### src/design/sblef_consts.svh
/*
  Offsets, field positions, reset values and timing figures of the
  link event flag block. Assumes a 200 MHz system clock.
*/
`ifndef SBLEF_CONSTS_SVH
`define SBLEF_CONSTS_SVH

// Register word offsets (byte addresses)
`define SBLEF_ADDR_W          8
`define SBLEF_OFS_FLAGS       8'h00
`define SBLEF_OFS_MASK        8'h04
`define SBLEF_OFS_CTRL        8'h08
`define SBLEF_OFS_FLUSH       8'h0C
`define SBLEF_OFS_STATUS      8'h10

// Event flag bit positions
`define SBLEF_BIT_SELF_ID     4
`define SBLEF_BIT_TX_IDLE     5
`define SBLEF_BIT_RX_BLOCK    6
`define SBLEF_BIT_RST_CMD     7
`define SBLEF_BIT_ACK_RCV     8
`define SBLEF_BIT_ISO_FMT     11
`define SBLEF_BIT_ASYNC_FMT   12
`define SBLEF_BIT_BUSY_ACK    14
`define SBLEF_BIT_HDR_CRC     15
`define SBLEF_BIT_TCODE       16
`define SBLEF_BIT_CYC_OVR     19
`define SBLEF_FLAGS_IMPL      32'h0009_D9F0

// Control and other field positions
`define SBLEF_BIT_SID_CAPT    1
`define SBLEF_BIT_TRIG_SPLIT  2
`define SBLEF_BIT_FLUSH       0
`define SBLEF_BIT_ST_ERR      0
`define SBLEF_BIT_ST_IDLE     1

// Reset values
`define SBLEF_RST_FLAGS       32'h0000_0000
`define SBLEF_RST_MASK        32'h0000_0000
`define SBLEF_RST_CTRL        32'h0000_0002

// Timing
`define SBLEF_CLK_MHZ         200
`define SBLEF_ACK_TMO_NS      1000
`define SBLEF_ACK_TMO_CYC     ((`SBLEF_ACK_TMO_NS * `SBLEF_CLK_MHZ) / 1000)
`define SBLEF_CYC_OVR_NS      125000
`define SBLEF_CYC_OVR_CYC     ((`SBLEF_CYC_OVR_NS * `SBLEF_CLK_MHZ) / 1000)

`endif

### src/design/sblef_pkg.sv
/*
  Types of the link event flag block.
  Assumes sblef_consts.svh supplies all numeric constants.
*/
package sblef_pkg;

  typedef enum logic [2:0] {
    TX_IDLE,
    TX_ARB,
    TX_SEND,
    TX_WAIT_ACK,
    TX_ERROR
  } sblef_tx_state_e;

  typedef logic [31:0] sblef_word_t;

endpackage : sblef_pkg

### src/design/sblef_cycle_watchdog.sv
/*
  Isochronous cycle length watchdog: one pulse when a cycle runs
  past its limit. Assumes cycle_active is a same-clock level.
*/
`timescale 1ns/1ps
`include "sblef_consts.svh"

module sblef_cycle_watchdog #(
  parameter int LIMIT = `SBLEF_CYC_OVR_CYC
) (
  // Clock and reset
  input  wire logic sys_clk,
  input  wire logic reset_n,
  // Cycle state
  input  wire logic cycle_active,
  output logic      overrun_q
);

  localparam int CW = $clog2(LIMIT + 1);
  localparam logic [CW-1:0] LIM = CW'(LIMIT);

  logic [CW-1:0] cnt_q;
  logic          fired_q;

  always_ff @(posedge sys_clk) begin
    if (!reset_n) begin
      cnt_q <= '0;
    end else if (!cycle_active) begin
      cnt_q <= '0;
    end else if (cnt_q != LIM) begin
      cnt_q <= cnt_q + CW'(1);
    end
  end

  // One pulse per cycle, however long it overruns
  always_ff @(posedge sys_clk) begin
    if (!reset_n) begin
      fired_q   <= 1'b0;
      overrun_q <= 1'b0;
    end else begin
      overrun_q <= cycle_active && cnt_q == LIM && !fired_q; // [RULE15]
      if (!cycle_active) begin
        fired_q <= 1'b0;
      end else if (cnt_q == LIM) begin
        fired_q <= 1'b1;
      end
    end
  end

  chk_overrun_limit : assert property (@(posedge sys_clk) // [RULE15]
    disable iff (!reset_n)
    $rose(overrun_q) |-> $past(cycle_active) && $past(cnt_q) == LIM)
    else $error("overrun flagged before the cycle limit");

endmodule : sblef_cycle_watchdog

### src/design/sblef_event_flags.sv
/*
  Link event flags of a serial-bus link controller, with the async
  transmit sequencer that raises three of them, mask, interrupt and a
  plain register port. Assumes all event inputs come from same-clock
  datapath logic as one-cycle pulses unless noted as levels.

  // Overview of operation
  // RULE1: Missing ack on non-broadcast send counts as lost arbitration; rearbitrate.
  // RULE2: Set receive-block flag per stored block; whole packet when splitting off.
  // RULE3: During self-ID phase, receive-block flag waits until bus reset completes.
  // RULE4: Quadlet write to the reset-start register sets reset-command flag.
  // RULE5: Ack arrival or ack timeout after async send sets ack-received flag.
  // RULE6: Software sets a mask bit to let a flag raise the interrupt.
  // RULE7: Invalid data at isochronous transmit queue sets iso format-error flag.
  // RULE8: First quadlet not via first-quadlet port: error state, async format flag.
  // RULE9: Async queue underflow during send: error state, async format flag.
  // RULE10: Error state sends no async packet until software flushes the queue.
  // RULE11: Isochronous transmission continues normally during async error state.
  // RULE12: Receive queue overflow: busy-ack addressed packets, set busy-ack flag.
  // RULE13: Header CRC error on possibly ours packet: discard it, set flag.
  // RULE14: Invalid transaction code from transmit queue sets code-error flag.
  // RULE15: Isochronous cycle longer than 125 us sets cycle-overrun flag.
  // RULE16: Bus reset done with self-ID capture on sets self-ID-done flag.
  // RULE17: Transmitter becoming idle and ready sets transmitter-ready flag.
  // RULE18: Flags stay set until software clears them by reading.
*/
// The register offsets and the plain strobed port were left to the implementer.
`timescale 1ns/1ps
`include "sblef_consts.svh"

module sblef_event_flags #(
  parameter int CYC_OVR_CYC = `SBLEF_CYC_OVR_CYC,
  parameter int ACK_TMO_CYC = `SBLEF_ACK_TMO_CYC
) (
  // Clock and reset
  input  wire logic                     sys_clk,
  input  wire logic                     reset_n,
  // Register port
  input  wire logic [`SBLEF_ADDR_W-1:0] reg_addr,
  input  wire logic [31:0]              reg_wdata,
  input  wire logic                     reg_wr,
  input  wire logic                     reg_rd,
  output logic      [31:0]              reg_rdata_q,
  output logic                          irq_q,
  // Async transmitter
  input  wire logic                     async_pkt_ready,
  input  wire logic                     first_quadlet_port,
  input  wire logic                     async_broadcast,
  input  wire logic                     bus_idle,
  input  wire logic                     arb_won,
  input  wire logic                     send_done,
  input  wire logic                     async_underflow,
  input  wire logic                     ack_valid_bit,
  output logic                          async_arb_req_q,
  output logic                          async_send_q,
  output logic                          async_queue_flush_q,
  // Iso transmitter
  input  wire logic                     iso_pkt_ready,
  input  wire logic                     iso_bad_data,
  input  wire logic                     tx_bad_tcode,
  input  wire logic                     iso_cycle_active,
  output logic                          iso_tx_start_q,
  // Receiver
  input  wire logic                     rx_packet_end,
  input  wire logic                     rx_trigger_hit,
  input  wire logic                     rx_quadlet_write,
  input  wire logic                     rx_dest_reset_start,
  input  wire logic                     rx_addressed,
  input  wire logic                     queue_overflow,
  input  wire logic                     rx_hdr_crc_err,
  input  wire logic                     rx_maybe_ours,
  input  wire logic                     bus_reset_active,
  input  wire logic                     bus_reset_done,
  output logic                          busy_ack_q,
  output logic                          rx_discard_q
);

  localparam int TW = $clog2(ACK_TMO_CYC + 1);
  localparam logic [TW-1:0] TMO = TW'(ACK_TMO_CYC - 1);

  // Local state names, since nothing is imported from the package
  localparam sblef_pkg::sblef_tx_state_e TX_IDLE     = sblef_pkg::TX_IDLE;
  localparam sblef_pkg::sblef_tx_state_e TX_ARB      = sblef_pkg::TX_ARB;
  localparam sblef_pkg::sblef_tx_state_e TX_SEND     = sblef_pkg::TX_SEND;
  localparam sblef_pkg::sblef_tx_state_e TX_WAIT_ACK = sblef_pkg::TX_WAIT_ACK;
  localparam sblef_pkg::sblef_tx_state_e TX_ERROR    = sblef_pkg::TX_ERROR;

  sblef_pkg::sblef_tx_state_e state_q;
  sblef_pkg::sblef_tx_state_e state_d;
  sblef_pkg::sblef_word_t     flags_q;
  sblef_pkg::sblef_word_t     mask_q;
  sblef_pkg::sblef_word_t     ctrl_q;
  sblef_pkg::sblef_word_t     events;
  logic [TW-1:0]              tmo_cnt_q;
  logic                       tmo_hit;
  logic                       was_idle_q;
  logic                       rx_pend_q;
  logic                       ev_rx_block;
  logic                       ev_overrun;
  logic                       flush_wr;
  logic                       flags_rd;

  assign flush_wr = reg_wr && reg_addr == `SBLEF_OFS_FLUSH
                    && reg_wdata[`SBLEF_BIT_FLUSH];
  assign flags_rd = reg_rd && reg_addr == `SBLEF_OFS_FLAGS;
  assign tmo_hit  = tmo_cnt_q == TMO;
  // A block is a whole packet unless trigger splitting is on
  assign ev_rx_block = rx_packet_end
                       || (ctrl_q[`SBLEF_BIT_TRIG_SPLIT]
                           && rx_trigger_hit); // [RULE2]

  sblef_cycle_watchdog #(
    .LIMIT        (CYC_OVR_CYC)
  ) u_watchdog (
    .sys_clk      (sys_clk),
    .reset_n      (reset_n),
    .cycle_active (iso_cycle_active),
    .overrun_q    (ev_overrun)
  );

  // Async transmit sequencer
  always_comb begin
    state_d = state_q;
    unique case (state_q)
      TX_IDLE: begin
        if (async_pkt_ready) begin
          state_d = first_quadlet_port ? TX_ARB : TX_ERROR; // [RULE8]
        end
      end
      TX_ARB: begin
        if (bus_idle && arb_won) begin
          state_d = TX_SEND;
        end
      end
      TX_SEND: begin
        if (async_underflow) begin
          state_d = TX_ERROR; // [RULE9]
        end else if (send_done) begin
          state_d = async_broadcast ? TX_IDLE : TX_WAIT_ACK;
        end
      end
      TX_WAIT_ACK: begin
        if (ack_valid_bit) begin
          state_d = TX_IDLE;
        end else if (tmo_hit) begin
          state_d = TX_ARB; // [RULE1]
        end
      end
      TX_ERROR: begin
        if (flush_wr) begin
          state_d = TX_IDLE; // [RULE10]
        end
      end
      default: state_d = TX_IDLE;
    endcase
  end

  always_ff @(posedge sys_clk) begin
    if (!reset_n) begin
      state_q <= TX_IDLE;
    end else begin
      state_q <= state_d;
    end
  end

  always_ff @(posedge sys_clk) begin
    if (!reset_n || state_q != TX_WAIT_ACK) begin
      tmo_cnt_q <= '0;
    end else if (!tmo_hit) begin
      tmo_cnt_q <= tmo_cnt_q + TW'(1);
    end
  end

  // Transmit side strobes
  always_ff @(posedge sys_clk) begin
    if (!reset_n) begin
      async_arb_req_q     <= 1'b0;
      async_send_q        <= 1'b0;
      async_queue_flush_q <= 1'b0;
      iso_tx_start_q      <= 1'b0;
      was_idle_q          <= 1'b0;
    end else begin
      // Wait for an idle bus before each attempt
      async_arb_req_q     <= state_d == TX_ARB; // [RULE1]
      async_send_q        <= state_d == TX_SEND; // [RULE10]
      async_queue_flush_q <= flush_wr;
      iso_tx_start_q      <= iso_pkt_ready; // [RULE11]
      was_idle_q          <= state_q == TX_IDLE;
    end
  end

  // Receiver answers
  always_ff @(posedge sys_clk) begin
    if (!reset_n) begin
      busy_ack_q   <= 1'b0;
      rx_discard_q <= 1'b0;
    end else begin
      busy_ack_q   <= rx_addressed && queue_overflow; // [RULE12]
      rx_discard_q <= rx_hdr_crc_err && rx_maybe_ours; // [RULE13]
    end
  end

  // Blocks seen during the self-ID phase are held back
  always_ff @(posedge sys_clk) begin
    if (!reset_n) begin
      rx_pend_q <= 1'b0;
    end else if (bus_reset_done) begin
      rx_pend_q <= 1'b0;
    end else if (bus_reset_active && ev_rx_block) begin
      rx_pend_q <= 1'b1; // [RULE3]
    end
  end

  always_comb begin
    events = '0;
    events[`SBLEF_BIT_SELF_ID]   = bus_reset_done
                                   && ctrl_q[`SBLEF_BIT_SID_CAPT]; // [RULE16]
    events[`SBLEF_BIT_TX_IDLE]   = state_q == TX_IDLE && !was_idle_q; // [RULE17]
    events[`SBLEF_BIT_RX_BLOCK]  = (ev_rx_block && !bus_reset_active)
                                   || (bus_reset_done
                                       && (rx_pend_q || ev_rx_block)); // [RULE3]
    events[`SBLEF_BIT_RST_CMD]   = rx_quadlet_write
                                   && rx_dest_reset_start; // [RULE4]
    events[`SBLEF_BIT_ACK_RCV]   = state_q == TX_WAIT_ACK
                                   && (ack_valid_bit || tmo_hit); // [RULE5]
    events[`SBLEF_BIT_ISO_FMT]   = iso_bad_data; // [RULE7]
    events[`SBLEF_BIT_ASYNC_FMT] = state_q != TX_ERROR
                                   && state_d == TX_ERROR; // [RULE8] [RULE9]
    events[`SBLEF_BIT_BUSY_ACK]  = rx_addressed && queue_overflow; // [RULE12]
    events[`SBLEF_BIT_HDR_CRC]   = rx_hdr_crc_err && rx_maybe_ours; // [RULE13]
    events[`SBLEF_BIT_TCODE]     = tx_bad_tcode; // [RULE14]
    events[`SBLEF_BIT_CYC_OVR]   = ev_overrun; // [RULE15]
  end

  // Sticky flags; a set in the clearing read survives it
  always_ff @(posedge sys_clk) begin
    if (!reset_n) begin
      flags_q <= `SBLEF_RST_FLAGS;
    end else if (flags_rd) begin
      flags_q <= events; // [RULE18]
    end else begin
      flags_q <= flags_q | events; // [RULE18]
    end
  end

  always_ff @(posedge sys_clk) begin
    if (!reset_n) begin
      mask_q <= `SBLEF_RST_MASK;
      ctrl_q <= `SBLEF_RST_CTRL;
    end else if (reg_wr) begin
      if (reg_addr == `SBLEF_OFS_MASK) begin
        mask_q <= reg_wdata & `SBLEF_FLAGS_IMPL;
      end
      if (reg_addr == `SBLEF_OFS_CTRL) begin
        ctrl_q <= '0;
        ctrl_q[`SBLEF_BIT_SID_CAPT]   <= reg_wdata[`SBLEF_BIT_SID_CAPT];
        ctrl_q[`SBLEF_BIT_TRIG_SPLIT] <= reg_wdata[`SBLEF_BIT_TRIG_SPLIT];
      end
    end
  end

  // Masked flags drive the interrupt level
  always_ff @(posedge sys_clk) begin
    if (!reset_n) begin
      irq_q <= 1'b0;
    end else begin
      irq_q <= |(flags_q & mask_q); // [RULE6]
    end
  end

  // Read data one cycle after the strobe, zero otherwise
  always_ff @(posedge sys_clk) begin
    if (!reset_n || !reg_rd) begin
      reg_rdata_q <= '0;
    end else begin
      unique case (reg_addr)
        `SBLEF_OFS_FLAGS: reg_rdata_q <= flags_q;
        `SBLEF_OFS_MASK:  reg_rdata_q <= mask_q;
        `SBLEF_OFS_CTRL:  reg_rdata_q <= ctrl_q;
        `SBLEF_OFS_STATUS: begin
          reg_rdata_q <= '0;
          reg_rdata_q[`SBLEF_BIT_ST_ERR]  <= state_q == TX_ERROR;
          reg_rdata_q[`SBLEF_BIT_ST_IDLE] <= state_q == TX_IDLE;
        end
        default: reg_rdata_q <= '0;
      endcase
    end
  end

  chk_rearb_on_tmo : assert property (@(posedge sys_clk) // [RULE1]
    disable iff (!reset_n)
    state_q == TX_WAIT_ACK && !ack_valid_bit && tmo_hit
    |=> state_q == TX_ARB && async_arb_req_q && !async_send_q)
    else $error("no rearbitration after missing ack");

  chk_rx_block_flag : assert property (@(posedge sys_clk) // [RULE2]
    disable iff (!reset_n)
    rx_packet_end && !bus_reset_active |=> flags_q[`SBLEF_BIT_RX_BLOCK])
    else $error("stored packet did not set the receive flag");

  chk_sid_defer : assert property (@(posedge sys_clk) // [RULE3]
    disable iff (!reset_n)
    bus_reset_active && !bus_reset_done && ev_rx_block && !flags_rd
    && !flags_q[`SBLEF_BIT_RX_BLOCK] |=> !flags_q[`SBLEF_BIT_RX_BLOCK])
    else $error("receive flag set during self-ID phase");

  chk_ack_flag : assert property (@(posedge sys_clk) // [RULE5]
    disable iff (!reset_n)
    state_q == TX_WAIT_ACK && (ack_valid_bit || tmo_hit)
    |=> flags_q[`SBLEF_BIT_ACK_RCV])
    else $error("ack or timeout did not set the ack flag");

  chk_irq_masked : assert property (@(posedge sys_clk) // [RULE6]
    disable iff (!reset_n)
    ##1 irq_q == |($past(flags_q) & $past(mask_q)))
    else $error("interrupt does not follow masked flags");

  chk_bad_first : assert property (@(posedge sys_clk) // [RULE8]
    disable iff (!reset_n)
    state_q == TX_IDLE && async_pkt_ready && !first_quadlet_port
    |=> state_q == TX_ERROR && flags_q[`SBLEF_BIT_ASYNC_FMT])
    else $error("bad first quadlet not caught");

  chk_err_lockout : assert property (@(posedge sys_clk) // [RULE10]
    disable iff (!reset_n)
    state_q == TX_ERROR && !flush_wr |=> state_q == TX_ERROR
    ##0 !async_send_q && !async_arb_req_q)
    else $error("async activity during error state");

  chk_iso_free : assert property (@(posedge sys_clk) // [RULE11]
    disable iff (!reset_n)
    iso_pkt_ready |=> iso_tx_start_q)
    else $error("iso start blocked");

  chk_busy_ack : assert property (@(posedge sys_clk) // [RULE12]
    disable iff (!reset_n)
    rx_addressed && queue_overflow
    |=> busy_ack_q && flags_q[`SBLEF_BIT_BUSY_ACK])
    else $error("overflow without busy ack");

  chk_hdr_discard : assert property (@(posedge sys_clk) // [RULE13]
    disable iff (!reset_n)
    rx_hdr_crc_err && rx_maybe_ours
    |=> rx_discard_q && flags_q[`SBLEF_BIT_HDR_CRC])
    else $error("header error packet kept");

  chk_sticky_hold : assert property (@(posedge sys_clk) // [RULE18]
    disable iff (!reset_n)
    flags_q[`SBLEF_BIT_TCODE] && !flags_rd ##1 !flags_rd
    |-> flags_q[`SBLEF_BIT_TCODE] [*2])
    else $error("flag cleared itself");

endmodule : sblef_event_flags

### config.mk
export PLATFORM = sky130hd
export DESIGN_NAME = sblef_event_flags
export DESIGN_NICKNAME = d
export VERILOG_FILES = /design/src/design/sblef_pkg.sv /design/src/design/sblef_cycle_watchdog.sv /design/src/design/sblef_event_flags.sv
export VERILOG_INCLUDE_DIRS = /design/src /design/src/design
export SDC_FILE = /design/constraint.sdc
export NUM_CORES = 1
export LEC_CHECK = 0
export CAP_MARGIN = 40
export CELL_PAD_IN_SITES_DETAIL_PLACEMENT = 0
export CELL_PAD_IN_SITES_GLOBAL_PLACEMENT = 2
export CORE_ASPECT_RATIO = 1.4
export CORE_MARGIN = 5
export CORE_UTILIZATION = 36
export DETAILED_ROUTE_END_ITERATION = 16
export DONT_BUFFER_PORTS = 1
export GPL_ROUTABILITY_DRIVEN = 0
export PLACE_DENSITY = 0.74
export SYNTH_ARGS = -nofsm -noshare
export SYNTH_HDL_FRONTEND = slang
export SYNTH_SLANG_ARGS = --single-unit
### constraint.sdc
create_clock -name sys_clk -period 2.14 [get_ports sys_clk]
set_clock_uncertainty 0.1 [all_clocks]
set_input_delay 0.214 -clock sys_clk [delete_from_list [all_inputs] [get_ports sys_clk]]
set_output_delay 0.214 -clock sys_clk [all_outputs]
set_load 0.05 [all_outputs]
**Yosys cells after proc, flatten, opt, wreduce, memory -nomap -nowiden**

Index checks and enable logic that the tools add are counted.

- Flip-flop bits (word level): 114
- Latch bits: 0
- Memory bits (writable): 0
- Bits in read-only memories: 0
- Bits of input ports: 66
- Output and inout bits: 39
- Memories: 0

- $add $sub $neg: 2
- Multipliers: 0
- Div/mod/pow operators: 0
- Order comparisons: 0
- Equal/unequal tests: 16
- Shifts and indexed selects: 0
- Mux-type cells: 12
- Bitwise operators: 3
- Reduce and logical (&&, ||, !) cells: 36

Operators with widths:

| operator | count |
|---|---|
| 32-bit case mux with 4 select lines | 1 |
| 32-bit by 20-bit AND with 32-bit output | 1 |
| 32-bit by 20-bit bitwise OR with 32-bit output | 1 |
| 32-bit OR reduction | 1 |
| 3-bit two-way mux | 8 |
| 20-bit two-way mux | 1 |
| 1-bit logical AND | 17 |
| 8-bit by 4-bit == test with 1-bit output (second input constant) | 2 |
| 15-bit by 1-bit adder with 15-bit output (second input constant) | 1 |
| 15-bit == test (second input constant) | 1 |
| 15-bit inequality test (second input constant) | 1 |
| 3-bit case mux with 5 select lines | 1 |
| 3-bit by 2-bit == test with 1-bit output (second input constant) | 3 |
| 8-bit by 1-bit adder with 8-bit output (second input constant) | 1 |
| 8-bit by 3-bit == test with 1-bit output (second input constant) | 1 |
| 8-bit by 5-bit == test with 1-bit output (second input constant) | 1 |
| 8-bit == test (second input constant) | 1 |
| 8-bit logical NOT | 1 |
| 3-bit by 1-bit == test with 1-bit output (second input constant) | 2 |
| 3-bit == test (second input constant) | 2 |
| 1-bit logical OR | 6 |
| 2-bit AND reduction | 3 |
| 1-bit logical NOT | 5 |
| 2-bit OR reduction | 2 |
| other kinds (5) | 5 |

**Logic depth before layout (Yosys ltp)**

- Depth after elaboration: 9
- Depth in mapped cells: 6

**Cells and area by module**

A second synthesis with hierarchy kept.

- Cell total of the unflattened synthesis: 365
- Area, all modules: 3240.6 sq um

By module, submodules not included:

| module | instances | cells an instance | area each (sq um) | seq. area each (sq um) |
|---|---|---|---|---|
| sblef_event_flags | 1 | 270 | 2401.1 | 1161.1 |
| sblef_cycle_watchdog | 1 | 95 | 839.6 | 340.3 |

**Worst setup path after synthesis**

OpenSTA, ideal clock, no wires.

- Path type: reg2reg
- Start: reg tmo_cnt_q[0]
- End: reg async_send_q
- Arrival time: 1.412 ns
- Setup slack: 0.512 ns
- Cell stages (with the launch flop): 6
- Path buffers: 0
- Period minus slack after synthesis: 1.628 ns
- Path through: dfxtp_1 -> ha_1 -> nand2_1 -> nor4_4 -> o31ai_1 -> and4_1

- Word-level cells in the longest chain between the ends: 5

RTL lines:

| element | RTL line | source |
|---|---|---|
| from (decl) | sblef_event_flags.sv:94 | `logic [TW-1:0] tmo_cnt_q;` |
| from (signal assigned) | sblef_event_flags.sv:170 | `tmo_cnt_q <= tmo_cnt_q + TW'(1);` |
| 8-bit == test | sblef_event_flags.sv:106 | `assign tmo_hit = tmo_cnt_q == TMO;` |
| 3-bit two-way mux | sblef_event_flags.sv:145 | `end else if (tmo_hit) begin` |
| 3-bit two-way mux | sblef_event_flags.sv:143 | `if (ack_valid_bit) begin` |
| 3-bit case mux with 5 select lines | sblef_event_flags.sv:124 | `unique case (state_q)` |
| 3-bit by 2-bit == test with 1-bit output | sblef_event_flags.sv:185 | `async_send_q <= state_d == TX_SEND;` |
| to (signal assigned) | sblef_event_flags.sv:178 | `async_send_q <= 1'b0;` |
| to (signal assigned) | sblef_event_flags.sv:185 |  |
| to (decl) | sblef_event_flags.sv:55 | `output logic async_send_q,` |

Every way passes these cells.
A chain may end at the register's enable or synchronous reset.

**Final worst setup path**

- Start: in reset_n
- End: reg reg_rdata_q[6]

- Word-level cells in the longest chain between the ends: 2

RTL lines:

| element | RTL line | source |
|---|---|---|
| from (decl) | sblef_event_flags.sv:37 | `input wire logic reset_n,` |
| 1-bit logical NOT | n/a |  |
| 1-bit logical OR | sblef_event_flags.sv:273 | `if (!reset_n \|\| !reg_rd) begin` |
| to (signal assigned) | sblef_event_flags.sv:277 | `` `SBLEF_OFS_FLAGS: reg_rdata_q <= flags_q; `` |
| to (signal assigned) | sblef_event_flags.sv:278 | `` `SBLEF_OFS_MASK: reg_rdata_q <= mask_q; `` |
| to (signal assigned) | sblef_event_flags.sv:279 | `` `SBLEF_OFS_CTRL: reg_rdata_q <= ctrl_q; `` |
| to (decl) | sblef_event_flags.sv:43 | `output logic [31:0] reg_rdata_q,` |

Every way passes these cells.

==> qor.txt <==
EDFF count, synth: 0
Yosys reg bits: 75
Slew headroom: 0.567
Dominant synthesized flop cell: dfxtp_1
HP Class: input port to flip-flop
Top cells by count, synth: dfxtp_1 (75), nor2_1 (37), nand3_1 (28)
Setup tns final: 0 ns
R2R depth: 4
Synth cell types: 55
Hold Path Depth: 2
Placed cells: 442
First-pass GRT wire length: 12.9 mm
Total wire length: 8.13 mm
Netlist Area Pre-Place: 0.00319 mm²
Fin nets: 457
Yosys warnings: 0
Vias in the first global route: 2532
CTS Buffer Depth: 2
Mean post-synth cell area: 9.16 µm²
Port Buffer Count: 0
Post-DP Area: 0.00321 mm²
Max Freq: 519 MHz
Drt wl/cell: 16.3 µm
Worst Path Required: 2.30 ns
Async set-reset flop share out of synthesis: 0
Vias: 2576
Critical Path Source Type: input port
Share of layout cells above drive strength 1: 0.0738
Chip width: 89.5 µm
1st-iter DRT viols: 119
Die ar.: 0.0109 mm²
Clk sink count: 75
Worst-Skew Late Latency: 0.33 ns
Maxcap violations: 0
Maximum vdd drop: 578 µV
Yosys top cell area share: 0.471
Final instance area: 0.00396 mm²
Clk root buf: clkbuf_16
Status: finished, final reports clean
Largest net degree at the start of global routing: 23
Finished Core Util: 0.460
Setup Fix Bufs, Post-CTS: 0
CP Capture Type: flip-flop
LEAKAGE: 1.39 nW
Antenna Cells: 0
Max Slew Vio Count: 0
DR pass1 iterations: 4
Vias per cell: 5.17
I/O Pins: 105
DRC viols: 0
Min Tclk post-route: 1.93 ns
Synth Instances: 348
Count leader, synth: dfxtp_1
Initial antenna violation count: 0
CTS tree: built
Synth area leader: dfxtp_1
RSZ-0062 raised after global routing: no
Core ar.: 0.00861 mm²
HPWL Detailed: 5.70 mm
GRT Util Overall: 0.157
Non-Filler Instances: 498
Final hold violations: 0
Std cell rows: 40
DRT antenna net count: 0
H-tree lvl count: 3
Gr ovfl total: 0
Max FO, Critical Path: 16
Cts bufs inserted: 9
Tcrit/Tclk final: 0.900
Setup violators final: 0
Pwr dens: 863 mW/mm²
Seq/Total Area, Yosys: 0.471
Die height: 121 µm
Setup CP Type: input port to flip-flop
Worst Tran Pin Value: 0.647 ns
Top cells by area, synth: dfxtp_1 (47%), nand3_1 (4.4%), nor2_1 (4.4%)
Initial Util: 0.370
Reg clk slew, reported paths: 0.06 ns
Critical path arrival: 2.09 ns
Syn-to-layout area delta: 24.3%
## power by group
part	switching [W]	leakage, nW	total, W	internal, W
clock	0.000605	0.170	0.00175	0.00115
sequential	0.0000446	0.608	0.00147	0.00143
combinational	0.000123	0.610	0.000195	0.0000718
## layer usage
layer	wire length, µm	GRT usage
met5	0	0
met4	46	0.0559
met3	586	0.0503
met2	4310	0.272
met1	3190	0.175
## placed cells by master, fill, tap and decap left out, types with 9 or more instances in the layout
| master | count |
|---|---|
| nand2_1 | 25 |
| nand3_1 | 28 |
| xor2_1 | 10 |
| conb_1 | 18 |
| clkbuf_16 | 9 |
| nor2_1 | 37 |
| a21oi_1 | 18 |
| dfxtp_1 | 75 |
| dlygate4sd3_1 | 40 |
| nor3_1 | 11 |
| a22oi_1 | 11 |
## flip-flops by register name, summed over array words and instances, names as in the netlist, 2 cells and up
signal,cells
ctrl_q,2
flags_q,11
mask_q,11
reg_rdata_q,14
state_q,3
tmo_cnt_q,8
u_watchdog.cnt_q,15
## final timing paths
path | slack [ns] | endpoint | startpoint
worst max-delay path | 0.21 | reg_rdata_q[6]$_SDFF_PP0_ | reset_n
worst max register to register | 0.45 | async_send_q$_SDFF_PN0_ | state_q[1]$_SDFF_PN0_
worst min-delay path | 0.02 | async_queue_flush_q$_SDFF_PN0_ | reg_addr[3]
worst min register to register | 0.33 | u_watchdog.overrun_q$_SDFF_PN0_ | u_watchdog.fired_q$_SDFFE_PN0N_
## worst max-delay path: stages
cell and delay [ns]:
dlygate4sd3_1 0.95, nand2_1 0.15, or4b_4 0.62, nor2_1 0.15
## final cells by class
type | count | area, µm²
fill | 866 | 4650
inverter | 9 | 33.8
sequential | 75 | 1500
tap | 105 | 131
clock buffer | 9 | 225
timing repair buffer | 44 | 430
multi-input combinational | 249 | 1520
clock inverter | 7 | 125
## per-stage QoR
| step | worst slack [ns] | total power, W | hold WS (ns) |
|---|---|---|---|
| 6_report | 0.214 | 0.00342 | 0.0161 |
| 5_1_grt | 0.102 | 0.00356 | 0.0193 |
| 4_1_cts | 0.210 | 0.00347 | 0.0113 |
| 3_5_place_dp | 0.416 | 0.00165 | 0.196 |
| 3_3_place_gp | 0.423 | 0.00165 | 0.194 |
| 2_1_floorplan | 0.512 | 0.00166 | 0.193 |
## repair_timing
item,CTS,global route
hold buffers,40,0
gates resized for setup,0,0
endpoints found under the hold margin,32,0
endpoints found under the setup margin,0,0
## kinds of logic (layout without fill, tap and decap cells)
kind of cell               after synthesis  in the layout  share of synthesized area
and+or+nand+nor                        144            144                      0.245
DFF                                     75             75                      0.471
AOI/OAI and AO/OA                       62             62                      0.135
buffers and inverters                   41             69                     0.0738
xor gates and xnor gates                18             18                     0.0495
adders and majority gates                4              4                     0.0153
muxes                                    3              3                    0.00981
other                                    1             18                    0.00118
No activity file was read; power rests on OpenSTA's default activity.
